===== src/common/tx_sync_regs.vh =====
// Register map, field positions, reset values and timing counts
`ifndef TX_SYNC_REGS_VH
`define TX_SYNC_REGS_VH
// ----------------------------------------
// Register offsets
// ----------------------------------------
`define OFS_CTRL 8'h00
`define OFS_STATUS 8'h04
`define OFS_MASK 8'h08
`define OFS_STATE 8'h0c
// ----------------------------------------
// Control register fields
// ----------------------------------------
`define CTRL_ES_EN 0
`define CTRL_SYNC_OUT 1
`define CTRL_MFRAME 2
`define CTRL_DWIDE 3
`define CTRL_T1 4
`define CTRL_CLK_INT 5
`define CTRL_COMPAT 6
`define CTRL_STSEL_LO 8
`define CTRL_STSEL_HI 9
`define CTRL_RESET 32'h0000_0000
// ----------------------------------------
// Status and mask fields
// ----------------------------------------
`define EV_FRAME 0
`define EV_MFRAME 1
`define EV_REALIGN 2
`define EV_CLKLOSS 3
`define EV_WIDTH 4
`define EV_RESET 4'h0
// ----------------------------------------
// Status pin selections
// ----------------------------------------
`define STSEL_ANALOG 2'h0
`define STSEL_FRAMER 2'h1
`define STSEL_FREEZE 2'h2
// ----------------------------------------
// Frame geometry
// ----------------------------------------
`define T1_BIT_LIMIT 8'hc0
`define E1_BIT_LIMIT 8'hff
`define T1_FRAME_LIMIT 5'h0b
`define E1_FRAME_LIMIT 5'h0f
`define SIG_FRAME_A 5'h05
`define SIG_FRAME_B 5'h0b
// ----------------------------------------
// Timing
// ----------------------------------------
`define CLK_PERIOD_NS 10
`define LOSS_TIME_NS 640
`define LOSS_CYCLES ((`LOSS_TIME_NS + `CLK_PERIOD_NS - 1) / `CLK_PERIOD_NS)
`endif


===== src/core/transmit_sync_clocking.v =====
// Transmit clock selection and frame sync for one framer port
//
// Local design decisions: the address map and the plain strobed port.
`timescale 1ns/1ps
`include "tx_sync_regs.vh"

// Functional notes
// RULE_01: Bus mode needs line clock synchronous
// RULE_02: Line clock required unless sourced internally
// RULE_03: System clock runs at listed rates
// RULE_04: System clock used only with store
// RULE_05: Bus mode system clock 4/8/16 MHz
// RULE_06: Compat mode uses port-one system clock
// RULE_07: Status pin shows selected loss/freeze
// RULE_08: Status pin active only in compat
// RULE_09: Sync input pulse sets frame boundary
// RULE_10: Sync output pulses frame or multiframe
// RULE_11: T1 double-wide pulse at signaling frames
// RULE_12: Line sync timed to line clock
// RULE_13: Store enabled: sync uses system clock
// RULE_14: Store output: pulse per system frame
// RULE_15: Serial data sampled on falling edge
// RULE_16: Sync settings apply at frame boundary
module transmit_sync_clocking #(
  parameter PORT_INDEX = 2,
  parameter SYS_CLKS_PER_FRAME = 256
) (
  input wire clk,
  input wire rstn,
  input wire [7:0] address,
  input wire [31:0] write_data,
  input wire write_strobe,
  input wire read_strobe,
  output reg [31:0] read_data,
  output reg irq,
  input wire transmit_line_clock,
  input wire recovered_rx_clock,
  input wire transmit_system_clock,
  input wire port1_system_clock,
  input wire transmit_serial_data,
  input wire analog_loss_flag,
  input wire framer_signal_loss_flag,
  input wire rx_signaling_freeze_flag,
  input wire sync_io_in,
  output reg sync_io_out,
  output reg sync_io_oe_n,
  output reg status_pin_out,
  output reg status_pin_oe_n,
  output reg backplane_clock_out,
  output reg serial_bit,
  output reg serial_bit_valid
);
  // ----------------------------------------
  // Registers
  // ----------------------------------------
  reg [31:0] ctrl;
  reg [`EV_WIDTH-1:0] status;
  reg [`EV_WIDTH-1:0] mask;
  reg act_out;
  reg act_mf;
  reg act_dw;
  reg clk_loss;
  reg [11:0] loss_cnt;
  reg sys_pulse;

  wire es_en = ctrl[`CTRL_ES_EN];
  wire t1 = ctrl[`CTRL_T1];
  wire clk_int = ctrl[`CTRL_CLK_INT];
  wire compat = ctrl[`CTRL_COMPAT];
  wire [1:0] stsel = ctrl[`CTRL_STSEL_HI:`CTRL_STSEL_LO];

  // ----------------------------------------
  // Input synchronisers
  // ----------------------------------------
  wire transmit_line_clock_rise;
  wire transmit_line_clock_fall;
  wire rclk_rise;
  wire rclk_fall;
  wire own_sys_lvl;
  wire own_sys_rise;
  wire own_sys_fall;
  wire p1_sys_lvl;
  wire p1_sys_rise;
  wire p1_sys_fall;
  wire data_lvl;
  wire sync_lvl;
  wire sync_rise;

  pin_sync u_transmit_line_clock (
    .clk(clk),
    .rstn(rstn),
    .pin(transmit_line_clock),
    .level(),
    .rise(transmit_line_clock_rise),
    .fall(transmit_line_clock_fall)
  );
  pin_sync u_rclk (
    .clk(clk),
    .rstn(rstn),
    .pin(recovered_rx_clock),
    .level(),
    .rise(rclk_rise),
    .fall(rclk_fall)
  );
  pin_sync u_own_sys (
    .clk(clk),
    .rstn(rstn),
    .pin(transmit_system_clock),
    .level(own_sys_lvl),
    .rise(own_sys_rise),
    .fall(own_sys_fall)
  );
  pin_sync u_p1_sys (
    .clk(clk),
    .rstn(rstn),
    .pin(port1_system_clock),
    .level(p1_sys_lvl),
    .rise(p1_sys_rise),
    .fall(p1_sys_fall)
  );
  pin_sync u_data (
    .clk(clk),
    .rstn(rstn),
    .pin(transmit_serial_data),
    .level(data_lvl),
    .rise(),
    .fall()
  );
  pin_sync u_sync (
    .clk(clk),
    .rstn(rstn),
    .pin(sync_io_in),
    .level(sync_lvl),
    .rise(sync_rise),
    .fall()
  );

  // ----------------------------------------
  // Clock selection
  // ----------------------------------------
  // Line clock from pin, or recovered clock when sourced internally
  wire line_fall = clk_int ? rclk_fall : transmit_line_clock_fall; // RULE_02
  wire line_rise = clk_int ? rclk_rise : transmit_line_clock_rise; // RULE_02
  // Other ports' system clock pins are ignored in compat mode
  wire sys_lvl = compat ? p1_sys_lvl : own_sys_lvl; // RULE_06
  wire sys_rise_raw = compat ? p1_sys_rise : own_sys_rise; // RULE_06
  wire sys_fall_raw = compat ? p1_sys_fall : own_sys_fall; // RULE_06
  // System clock has no effect while the store is off
  wire sys_rise = es_en & sys_rise_raw; // RULE_04
  wire sys_fall = es_en & sys_fall_raw; // RULE_04
  // Serial data edge follows the store setting
  wire data_edge = es_en ? sys_fall : line_fall; // RULE_15

  // ----------------------------------------
  // Line-side frame counters
  // ----------------------------------------
  wire [7:0] bit_limit = t1 ? `T1_BIT_LIMIT : `E1_BIT_LIMIT;
  wire [4:0] frame_limit = t1 ? `T1_FRAME_LIMIT : `E1_FRAME_LIMIT;
  wire [7:0] bit_cnt;
  wire [4:0] frame_cnt;
  wire bit_wrap;
  wire frame_wrap;
  // Realign only while the pin is an input on the line side
  wire line_sync_in = ~es_en & ~act_out & line_fall & sync_lvl;
  wire sys_sync_in = ~act_out & sys_fall & sync_lvl;

  edge_counter #(
    .WIDTH(8)
  ) u_bits (
    .clk(clk),
    .rstn(rstn),
    .step(line_fall),
    .load(line_sync_in), // RULE_09
    .limit(bit_limit),
    .count(bit_cnt),
    .wrap(bit_wrap)
  );
  edge_counter #(
    .WIDTH(5)
  ) u_frames (
    .clk(clk),
    .rstn(rstn),
    .step(bit_wrap),
    .load(line_sync_in & act_mf), // RULE_09
    .limit(frame_limit),
    .count(frame_cnt),
    .wrap(frame_wrap)
  );

  // ----------------------------------------
  // System-side frame counter
  // ----------------------------------------
  localparam [31:0] SYS_LIMIT_FULL = SYS_CLKS_PER_FRAME - 1;
  localparam [11:0] SYS_LIMIT = SYS_LIMIT_FULL[11:0];
  wire [11:0] sys_cnt;
  wire sys_wrap;

  edge_counter #(
    .WIDTH(12)
  ) u_sys (
    .clk(clk),
    .rstn(rstn),
    .step(sys_rise),
    .load(sys_sync_in), // RULE_13
    .limit(SYS_LIMIT),
    .count(sys_cnt),
    .wrap(sys_wrap)
  );

  // ----------------------------------------
  // Active sync settings
  // ----------------------------------------
  // Changing direction mid-frame would cut a pulse short
  wire cfg_edge = es_en ? sys_wrap : bit_wrap;
  always @(posedge clk or negedge rstn) begin
    if (!rstn) begin
      act_out <= 1'b0;
      act_mf <= 1'b0;
      act_dw <= 1'b0;
    end else if (cfg_edge) begin
      act_out <= ctrl[`CTRL_SYNC_OUT]; // RULE_16
      act_mf <= ctrl[`CTRL_MFRAME]; // RULE_16
      act_dw <= ctrl[`CTRL_DWIDE]; // RULE_16
    end
  end

  // ----------------------------------------
  // Sync pin drive
  // ----------------------------------------
  wire sig_frame = (frame_cnt == `SIG_FRAME_A) |
    (frame_cnt == `SIG_FRAME_B);
  wire line_pulse = act_mf ? frame_wrap : bit_wrap; // RULE_10
  wire wide_tail = t1 & act_dw & ~act_mf & sig_frame & line_fall &
    (bit_cnt == 8'h00); // RULE_11

  always @(posedge clk or negedge rstn) begin
    if (!rstn) begin
      sync_io_out <= 1'b0;
      sync_io_oe_n <= 1'b1;
      sys_pulse <= 1'b0;
    end else begin
      sync_io_oe_n <= ~act_out;
      if (es_en) begin
        // One system period wide, launched on system clock
        if (sys_rise) begin
          sys_pulse <= sys_wrap; // RULE_14
        end
        sync_io_out <= act_out & sys_pulse; // RULE_14
      end else if (line_fall) begin
        sync_io_out <= act_out & (line_pulse | wide_tail); // RULE_12
      end
    end
  end

  // ----------------------------------------
  // Backplane clock and serial data
  // ----------------------------------------
  always @(posedge clk or negedge rstn) begin
    if (!rstn) begin
      backplane_clock_out <= 1'b0;
      serial_bit <= 1'b0;
      serial_bit_valid <= 1'b0;
    end else begin
      backplane_clock_out <= es_en & sys_lvl; // RULE_14
      serial_bit_valid <= data_edge; // RULE_15
      if (data_edge) begin
        serial_bit <= data_lvl; // RULE_15
      end
    end
  end

  // ----------------------------------------
  // Status pin remap
  // ----------------------------------------
  reg next_status_pin;
  always @* begin
    case (stsel)
      `STSEL_ANALOG: next_status_pin = analog_loss_flag; // RULE_07
      `STSEL_FRAMER: next_status_pin = framer_signal_loss_flag; // RULE_07
      `STSEL_FREEZE: next_status_pin = rx_signaling_freeze_flag; // RULE_07
      default: next_status_pin = 1'b0;
    endcase
  end

  // Port one keeps its pin as the master clock input
  wire remap_on = compat & (PORT_INDEX > 1); // RULE_08
  always @(posedge clk or negedge rstn) begin
    if (!rstn) begin
      status_pin_out <= 1'b0;
      status_pin_oe_n <= 1'b1;
    end else begin
      status_pin_out <= remap_on & next_status_pin; // RULE_08
      status_pin_oe_n <= ~remap_on; // RULE_08
    end
  end

  // ----------------------------------------
  // Line clock watchdog
  // ----------------------------------------
  localparam [31:0] LOSS_FULL = `LOSS_CYCLES;
  localparam [11:0] LOSS_LIMIT = LOSS_FULL[11:0];
  wire line_edge = line_rise | line_fall;
  always @(posedge clk or negedge rstn) begin
    if (!rstn) begin
      loss_cnt <= 12'h000;
      clk_loss <= 1'b0;
    end else if (line_edge) begin
      loss_cnt <= 12'h000;
      clk_loss <= 1'b0;
    end else if (loss_cnt == LOSS_LIMIT) begin
      clk_loss <= 1'b1; // RULE_02
    end else begin
      loss_cnt <= loss_cnt + 12'h001;
    end
  end

  // ----------------------------------------
  // Events and interrupt
  // ----------------------------------------
  wire [`EV_WIDTH-1:0] events;
  assign events[`EV_FRAME] = bit_wrap;
  assign events[`EV_MFRAME] = frame_wrap;
  assign events[`EV_REALIGN] = line_sync_in | sys_sync_in;
  assign events[`EV_CLKLOSS] = ~clk_loss & ~line_edge &
    (loss_cnt == LOSS_LIMIT);

  wire status_wr = write_strobe & (address == `OFS_STATUS);
  wire [`EV_WIDTH-1:0] clr = status_wr ?
    write_data[`EV_WIDTH-1:0] : {`EV_WIDTH{1'b0}};

  always @(posedge clk or negedge rstn) begin
    if (!rstn) begin
      status <= `EV_RESET;
      irq <= 1'b0;
    end else begin
      // A new event outranks a clear in the same cycle
      status <= (status & ~clr) | events;
      irq <= |(((status & ~clr) | events) & mask);
    end
  end

  // ----------------------------------------
  // Register bus
  // ----------------------------------------
  always @(posedge clk or negedge rstn) begin
    if (!rstn) begin
      ctrl <= `CTRL_RESET;
      mask <= `EV_RESET;
    end else if (write_strobe) begin
      case (address)
        `OFS_CTRL: ctrl <= write_data;
        `OFS_MASK: mask <= write_data[`EV_WIDTH-1:0];
        default: ctrl <= ctrl;
      endcase
    end
  end

  always @(posedge clk or negedge rstn) begin
    if (!rstn) begin
      read_data <= 32'h0000_0000;
    end else if (read_strobe) begin
      case (address)
        `OFS_CTRL: read_data <= {22'h00_0000, ctrl[9:8], 1'b0,
          ctrl[6:0]};
        `OFS_STATUS: read_data <= {28'h000_0000, status};
        `OFS_MASK: read_data <= {28'h000_0000, mask};
        `OFS_STATE: read_data <= {20'h0_0000, act_dw, act_mf,
          act_out, clk_loss, 3'h0, frame_cnt};
        default: read_data <= 32'h0000_0000;
      endcase
    end else begin
      read_data <= 32'h0000_0000;
    end
  end
endmodule


===== src/core/pin_sync.v =====
// Two-stage synchroniser with edge detection
`timescale 1ns/1ps
module pin_sync (
  input wire clk,
  input wire rstn,
  input wire pin,
  output wire level,
  output wire rise,
  output wire fall
);
  reg stage1;
  reg stage2;
  reg prev;

  always @(posedge clk or negedge rstn) begin
    if (!rstn) begin
      stage1 <= 1'b0;
      stage2 <= 1'b0;
      prev <= 1'b0;
    end else begin
      stage1 <= pin;
      stage2 <= stage1;
      prev <= stage2;
    end
  end

  // Edges look only at the second stage onward
  assign level = stage2;
  assign rise = stage2 & ~prev;
  assign fall = ~stage2 & prev;
endmodule


===== src/core/edge_counter.v =====
// Wrapping counter stepped by clock-edge enables
`timescale 1ns/1ps
module edge_counter #(
  parameter WIDTH = 8
) (
  input wire clk,
  input wire rstn,
  input wire step,
  input wire load,
  input wire [WIDTH-1:0] limit,
  output reg [WIDTH-1:0] count,
  output wire wrap
);
  assign wrap = step & (count == limit);

  always @(posedge clk or negedge rstn) begin
    if (!rstn) begin
      count <= {WIDTH{1'b0}};
    end else if (load) begin
      count <= {WIDTH{1'b0}};
    end else if (step) begin
      if (wrap) begin
        count <= {WIDTH{1'b0}};
      end else begin
        count <= count + {{(WIDTH-1){1'b0}}, 1'b1};
      end
    end
  end
endmodule


===== config.mk =====
export PLATFORM = sky130hd
export DESIGN_NAME = transmit_sync_clocking
export DESIGN_NICKNAME = d
export VERILOG_FILES = /design/src/core/transmit_sync_clocking.v /design/src/core/pin_sync.v /design/src/core/edge_counter.v
export VERILOG_INCLUDE_DIRS = /design/src /design/src/common
export SDC_FILE = /design/constraint.sdc
export NUM_CORES = 1
export LEC_CHECK = 0
export ABC_AREA = 1
export BUFFER_PORTS_ARGS = -buffer_cell sky130_fd_sc_hd__buf_2
export CORE_ASPECT_RATIO = 0.75
export CORE_MARGIN = 1.5
export CORE_UTILIZATION = 42
export DETAILED_ROUTE_END_ITERATION = 6
export PLACE_DENSITY = 0.68
export SLEW_MARGIN = 40
export SYNTH_ARGS = -nofsm -noshare
export SYNTH_HDL_FRONTEND = slang
export SYNTH_SLANG_ARGS = --single-unit

===== constraint.sdc =====
create_clock -name clk -period 4.55 [get_ports clk]
set_clock_uncertainty 0.2 [all_clocks]
set_input_delay 0.91 -clock clk [delete_from_list [all_inputs] [get_ports clk]]
set_output_delay 0.91 -clock clk [all_outputs]
set_load 0.02 [all_outputs]

==> results.txt, run 1 <==
----------------------------------------------------
[Status]
  Outcome ... finished, violations left
  Failing checks ... DRC

[Setup path]
  Cell Chain, Critical Path ... buf_2
  Worst setup path startpoint ... sync_io_oe_n
  R2R Setup Slk ... 2.52 ns
  Category of the worst setup path launch point ... flip-flop
  Critical R2R Capture ... u_bits.count[5]
  Critical path's slowest cell ... sky130_fd_sc_hd__dfstp_2
  Bufs and invs on worst path ... 1
  Number of cell instances on the worst register-to-register path ... 7
  Peak fanout along the critical path ... 1
  Critical path destination ... sync_io_oe_n
  Kind of cell with the highest combined delay on the critical path ... flip-flops
  Startpoint of the worst register-to-register path ... ctrl[5]
  Total number of cells along the worst setup path ... 1
  Critical path type ... reg2out
  Worst Path Arrival ... 1.00 ns
  Endpoint class of the critical path ... primary output
  CP required ... 3.44 ns
  Critical Path Max Stage Delay ... 0.51 ns

[Timing]
  Max transition margin ... 0.533
  Unrepaired setup endpoints after global routing ... no
  Final setup TNS ... 0 ns
  Max frequency ... 474 MHz
  Final count of hold timing violations ... 0
  Transition time at the pin with the least slew margin ... 0.695 ns
  Max Slew Vio Count ... 0
  Period Utilization, post-route ... 0.463
  Final setup violation count ... 0
  Clock period minus final worst setup slack ... 2.11 ns

[Place]
  Post-DP HPWL ... 7.27 mm
  Placed cell count ... 740
  Buffers added on ports ... 48
  Placer's final routability congestion estimate ... 0.859

[Die]
  Effective utilization at floorplan ... 0.433
  Core Rows ... 33
  I/O Pins ... 93
  Area of the placeable core ... 0.0110 mm²
  Die Span Y ... 95.2 µm
  Die outline width ... 126 µm
  Die Outline Area ... 0.0120 mm²

[CTS]
  Resize count post-CTS ... 0
  Register clock-pin slew on the reported worst setup and hold paths ... 0.06 ns
  Count of hold buffers inserted by post-cts repair ... 0
  Number of clock buffers inserted by TritonCTS ... 9
  # Post-CTS Setup Buffers ... 0
  Clock tree from TritonCTS ... done
  H-Tree Depth ... 3
  Clk sinks ... 94
  Source-to-sink clock delay at the later pin of the worst-skew pair ... 0.34 ns
  CTS root buf ... sky130_fd_sc_hd__clkbuf_16
  Maximum number of buffers from clock root to sink ... 2

[Yosys]
  Register bit total from synthesis ... 94
  Part of the Yosys area used for sequential elements ... 0.495
  Share of the synthesized area in the top cell type ... 0.484
  Mean post-synth cell area ... 8.53 µm²
  Synth top cells by count ... sky130_fd_sc_hd__nand2_1, sky130_fd_sc_hd__dfrtp_1, sky130_fd_sc_hd__inv_1
  Async set-reset flop share out of synthesis ... 1.00
  Number of enable flip-flop cells after synthesis ... 0
  Most frequently used cell type in the post-synthesis netlist ... sky130_fd_sc_hd__nand2_1
  Synth Instances ... 558
  Prevailing post-synth register cell ... sky130_fd_sc_hd__dfrtp_1
  Cell area after technology mapping ... 0.00476 mm²
  Synth warn ... 0
  Dominant cell type by area after synthesis ... sky130_fd_sc_hd__dfrtp_1
  Top cells by area, synth ... sky130_fd_sc_hd__dfrtp_1, sky130_fd_sc_hd__nand2_1, sky130_fd_sc_hd__inv_1
  Synth unique cells ... 44

[Power and ir drop]
  Static Leakage ... 2.63 nW
  Worst vdd rail ir drop ... 181 µV
  Power density relative to cell area ... 343 mW/mm²

[Finish]
  Total inserted antenna cells ... 0
  Area added between synthesis and finish ... 11.9%
  Number of standard cells in the final layout excluding fillers ... 756
  Final net count ... 671
  Fraction of final layout cells sized beyond drive strength 1 ... 0.172

[Detailed routing]
  Routed wire length ... 9.82 mm
  Drt first-iter violations ... 314
  Antenna-violating nets left ... 0
  Via Count ... 3740
  Average wire per cell in the routed design ... 13.0 µm
  Drc violations ... 6
  First-pass iteration count of the detailed router ... 7
  Via-per-instance ratio ... 4.95

[GRT]
  First-pass GRT wire length ... 17.1 mm
  Overall routing resource usage ... 0.182
  Antenna violations before repair ... 0
  Final global-route overflow total ... 0
  Vias in the first global route ... 3590
  Largest net degree at the start of global routing ... 76

[Run]
  Max_cap viols ... 0

[Hold path]
  Class of the tightest hold or removal check ... reg2reg

----------------------------------------------------
[registers in the layout, summed over array words and instances (netlist names), 4 cells and up]
register and flops:
loss_cnt 12, u_sys.count 12, read_data 11, ctrl 9, u_bits.count 8, u_frames.count 5, mask 4, status 4
[power by group]
part,switching [W],internal (W),total (W)
clock,0.000300,0.000383,0.000682
sequential,0.0000432,0.000881,0.000924
combinational,0.000150,0.0000737,0.000223
[cell usage in the layout (no fill, tap or decap), types with 5 or more instances in the layout]
cell / n
sky130_fd_sc_hd__nand3_1: 38
sky130_fd_sc_hd__inv_1: 60
sky130_fd_sc_hd__nor4_1: 5
sky130_fd_sc_hd__buf_2: 47
sky130_fd_sc_hd__nor2_1: 56
sky130_fd_sc_hd__a21oi_1: 19
sky130_fd_sc_hd__clkbuf_16: 9
sky130_fd_sc_hd__nand2_2: 6
sky130_fd_sc_hd__o21ai_0: 25
sky130_fd_sc_hd__dfrtp_1: 92
sky130_fd_sc_hd__conb_1: 21
sky130_fd_sc_hd__nand4_1: 16
sky130_fd_sc_hd__inv_2: 8
sky130_fd_sc_hd__ha_1: 7
sky130_fd_sc_hd__o21ai_1: 10
sky130_fd_sc_hd__nand2_1: 124
sky130_fd_sc_hd__nor3_1: 10
sky130_fd_sc_hd__xor2_1: 11
[worst register-to-register path, stage by stage (launching register included)]
cell and delay [ns]:
sky130_fd_sc_hd__dfrtp_1 0.40, sky130_fd_sc_hd__inv_1 0.18, sky130_fd_sc_hd__nand3_1 0.13, sky130_fd_sc_hd__nand2_2 0.29, sky130_fd_sc_hd__inv_1 0.22, sky130_fd_sc_hd__or2_1 0.30
sky130_fd_sc_hd__nand2_2 0.13, sky130_fd_sc_hd__nor2_1 0.06
[how the worst min path moves through the flow]
stage	start	end	slack [ns]	cells after the start
3_3_place_gp	u_own_sys.stage1	u_own_sys.level	0.14	0
4_1_cts	u_p1_sys.stage1	u_p1_sys.level	0.15	0
6_report	u_p1_sys.stage1	u_p1_sys.level	0.15	0
2_1_floorplan	u_data.stage1	u_data.level	0.13	0
3_5_place_dp	u_p1_sys.stage1	u_p1_sys.level	0.14	0
5_1_grt	u_own_sys.stage1	u_own_sys.level	0.16	0
[cell type report]
class / instances / area (µm²)
Fill cell: 1053 / 5660
Sequential cell: 94 / 2350
Multi-Input combinational cell: 387 / 2010
Inverter: 70 / 267
Timing Repair Buffer: 49 / 254
Clock buffer: 12 / 246
Tap cell: 140 / 175
Clock inverter: 4 / 22.5
[routing by layer]
| layer | part of all wire | vias to the layer above | track usage |
|---|---|---|---|
| met2 | 0.42 | 112 | 0.275 |
| met4 | 0.0089 | 0 | 0.0613 |
| li1 | - | 1868 | - |
| met3 | 0.060 | 9 | 0.0432 |
| met5 | 0 | - | 0 |
| met1 | 0.51 | 1751 | 0.259 |
[stage by stage]
| step | hold WS (ns) | power, W | utilization | setup slack [ns] | cell area [µm²] |
|---|---|---|---|---|---|
| after floorplan | 0.131 | 0.00110 | - | 2.43 | 4830 |
| after global placement | 0.135 | 0.00116 | 0.460 | 2.13 | 5050 |
| after detailed placement | 0.140 | 0.00116 | 0.461 | 2.07 | 5060 |
| after CTS | 0.154 | 0.00185 | 0.485 | 2.42 | 5330 |
| after global routing | 0.162 | 0.00193 | 0.485 | 2.24 | 5330 |
| final | 0.150 | 0.00183 | 0.485 | 2.44 | 5330 |
[logic make-up after synthesis]
kind of cell             count (synthesis)  share of synthesized area
AND/OR/NAND/NOR                        284                      0.293
buffers and inverters                   97                     0.0991
flip-flops                              94                      0.495
AO/OA/AOI/OAI                           62                     0.0697
XOR/XNOR                                12                     0.0221
adder cells (fa/ha/maj)                  7                     0.0184
other                                    1                   0.000788
multiplexers                             1                    0.00237
Note: power is estimated with default switching activity, not from simulation.
==> run 2, diff against run 1 <==
Clock period 4.55 ns to 2.18 ns, I/O delays scaled along.
==> results.txt, run 2 (synthesis gave the netlist of run 1 again) <==
----------------------------------------------------
[Setup path]
  CP required ... 2.25 ns (was 3.44 ns)
  Category of the worst setup path launch point ... flip-flop (unchanged)
  Critical path type ... reg2reg (was reg2out)
  Endpoint class of the critical path ... flip-flop (was primary output)
  Peak fanout along the critical path ... 9 (was 1)
  Worst Path Arrival ... 2.05 ns (was 1.00 ns)

[Die]
  Die Span Y ... 95.2 µm (unchanged)
  Core Rows ... 33 (unchanged)
  I/O Pins ... 93 (unchanged)
  Area of the placeable core ... 0.0110 mm² (unchanged)
  Die outline width ... 126 µm (unchanged)
  Effective utilization at floorplan ... 0.433 (unchanged)
  Die Outline Area ... 0.0120 mm² (unchanged)

[CTS]
  Clk sinks ... 94 (unchanged)
  Register clock-pin slew on the reported worst setup and hold paths ... 0.06 ns (about the same)
  Clock tree from TritonCTS ... done (unchanged)
  Maximum number of buffers from clock root to sink ... 2 (unchanged)
  CTS root buf ... sky130_fd_sc_hd__clkbuf_16 (unchanged)
  # Post-CTS Setup Buffers ... 0 (unchanged)
  H-Tree Depth ... 3 (unchanged)
  Source-to-sink clock delay at the later pin of the worst-skew pair ... 0.34 ns (about the same)
  Number of clock buffers inserted by TritonCTS ... 9 (unchanged)

[Finish]
  Commonest non-fill, non-tap cell in the layout ... sky130_fd_sc_hd__nand2_1 (unchanged)
  Commonest non-fill, non-tap cells in the layout ... sky130_fd_sc_hd__nand2_1, sky130_fd_sc_hd__dfrtp_1, sky130_fd_sc_hd__inv_1, sky130_fd_sc_hd__nor2_1, sky130_fd_sc_hd__buf_2 (unchanged)
  Area added between synthesis and finish ... 15.6% (was 11.9%)
  Combined flip-flop and latch cell area ... 0.00235 mm² (unchanged)
  Fraction of final layout cells sized beyond drive strength 1 ... 0.182 (was 0.172)
  Area of combinational cells with multiple inputs ... 0.00201 mm² (unchanged)
  Fill cell count ... 1030 (was 1053)
  Regs by FF count ... loss_cnt: 12 flops, u_sys.count: 12 flops, read_data: 11 flops (unchanged)
  Final net count ... 683 (was 671)
  Total inserted antenna cells ... 0 (unchanged)

[Place]
  Pre-CTS setup slack ... 0.227 ns (was 2.07 ns)
  Buffers added on ports ... 48 (unchanged)
  Placer's final routability congestion estimate ... 0.871 (was 0.859)
  Post-DP HPWL ... 7.83 mm (was 7.27 mm)

[Timing]
  Max Slew Vio Count ... 0 (unchanged)
  Period Utilization, post-route ... 0.908
  Final setup violation count ... 0 (unchanged)
  Unrepaired setup endpoints after global routing ... no (unchanged)
  Final count of hold timing violations ... 0 (unchanged)
  Setup ws final ... 0.200 ns (was 2.44 ns)
  Clock period minus final worst setup slack ... 1.98 ns
  Max frequency ... 505 MHz
  Final setup TNS ... 0 ns (unchanged)

[Power and ir drop]
  Static Leakage ... 2.72 nW (was 2.63 nW)
  Worst vdd rail ir drop ... 460 µV (was 181 µV)
  Power density relative to cell area ... 739 mW/mm² (was 343 mW/mm²)

[GRT]
  Final global-route overflow total ... 0 (unchanged)
  First-pass GRT wire length ... 18.0 mm (was 17.1 mm)
  Largest net degree at the start of global routing ... 36 (was 76)
  Overall routing resource usage ... 0.190 (was 0.182)
  Antenna violations before repair ... 0 (unchanged)
  Vias in the first global route ... 3835 (was 3590)

[Status]
  Outcome ... finished, violations left (unchanged)
  Failing checks ... DRC (unchanged)

[Run]
  Max_cap viols ... 0 (unchanged)

[Detailed routing]
  First-pass iteration count of the detailed router ... 7 (unchanged)
  Drc violations ... 8 (was 6)
  Via-per-instance ratio ... 5.07 (was 4.95)
  Routed wire length ... 10.4 mm (was 9.82 mm)
  Via Count ... 3890 (was 3740)
  Average wire per cell in the routed design ... 13.5 µm (was 13.0 µm)
  Antenna-violating nets left ... 0 (unchanged)
  Drt first-iter violations ... 230 (was 314)

[Hold path]
  Class of the tightest hold or removal check ... in2reg (was reg2reg)

----------------------------------------------------
==> run 2: cell count changes in the layout (fill, tap and decap cells not counted), sizes merged <==
| cell | change |
|---|---|
| bufinv | +1 |
| dlygate4sd3 | +5 |
| clkinv | -3 |
| buf | +7 |
| clkbuf | +2 |
==> run 2: routing by layer <==
metal	routed length, µm	part of all wire	vias to the layer above	global-route usage
met5	0	0	-	0
met4	123	0.012	0	0.0527
met1	4980	0.48	1886	0.257
met3	576	0.055	10	0.0426
met2	4720	0.45	99	0.311
li1	-	-	1895	-
==> run 2: final cells by class <==
class | count | share of cell area
Clock buffer | 14 | 0.0516
Clock inverter | 2 | 0.00682
Inverter | 70 | 0.0484
Multi-Input combinational cell | 387 | 0.365
Sequential cell | 94 | 0.428
Tap cell | 140 | 0.0318
Timing Repair Buffer | 61 | 0.0687
==> run 2: critical path, stage by stage (launching register included) <==
cell and delay [ns]:
sky130_fd_sc_hd__dfrtp_1 0.40, sky130_fd_sc_hd__inv_1 0.14, sky130_fd_sc_hd__nand3_1 0.11, sky130_fd_sc_hd__nand2_2 0.17, sky130_fd_sc_hd__nor2_4 0.28, sky130_fd_sc_hd__inv_2 0.11, sky130_fd_sc_hd__nor2_1 0.24, sky130_fd_sc_hd__nand3_1 0.12
sky130_fd_sc_hd__a21oi_1 0.13
==> run 2: worst paths after layout <==
kind / startpoint / end / slack [ns] / cells after the start
min in group asynchronous: rstn / status_pin_out / 0.40 / 2
max in group asynchronous: rstn / status_pin_oe_n / 0.79 / 3
worst min-delay path: sync_io_in / u_sync.stage1 / 0.02 / 1
worst max-delay path: ctrl[5] / loss_cnt[9] / 0.20 / 8
worst min register to register: u_data.stage1 / u_data.level / 0.15 / 0
worst max register to register: ctrl[5] / loss_cnt[9] / 0.20 / 8
==> run 2: report_power, final <==
group	switching (W)	internal, W
clock network	0.000627	0.00101
logic	0.000326	0.000169
registers	0.0000913	0.00184
==> run 2: timing repair <==
item                                   CTS  global route
gates resized for setup                  0             0
endpoints found under the hold margin   35             1
hold buffers                             4             1
==> run 2: metrics by stage <==
step	cell area, µm²	power, W	utilization	hold slack [ns]	std cells
3_3_place_gp	5130	0.00242	0.467	0.134	747
2_1_floorplan	4830	0.00230	-	-0.0596	578
5_1_grt	5500	0.00426	0.501	0.00185	768
6_report	5500	0.00407	0.501	0.0174	768
4_1_cts	5490	0.00410	0.500	0.00274	767
3_5_place_dp	5130	0.00244	0.467	0.139	747
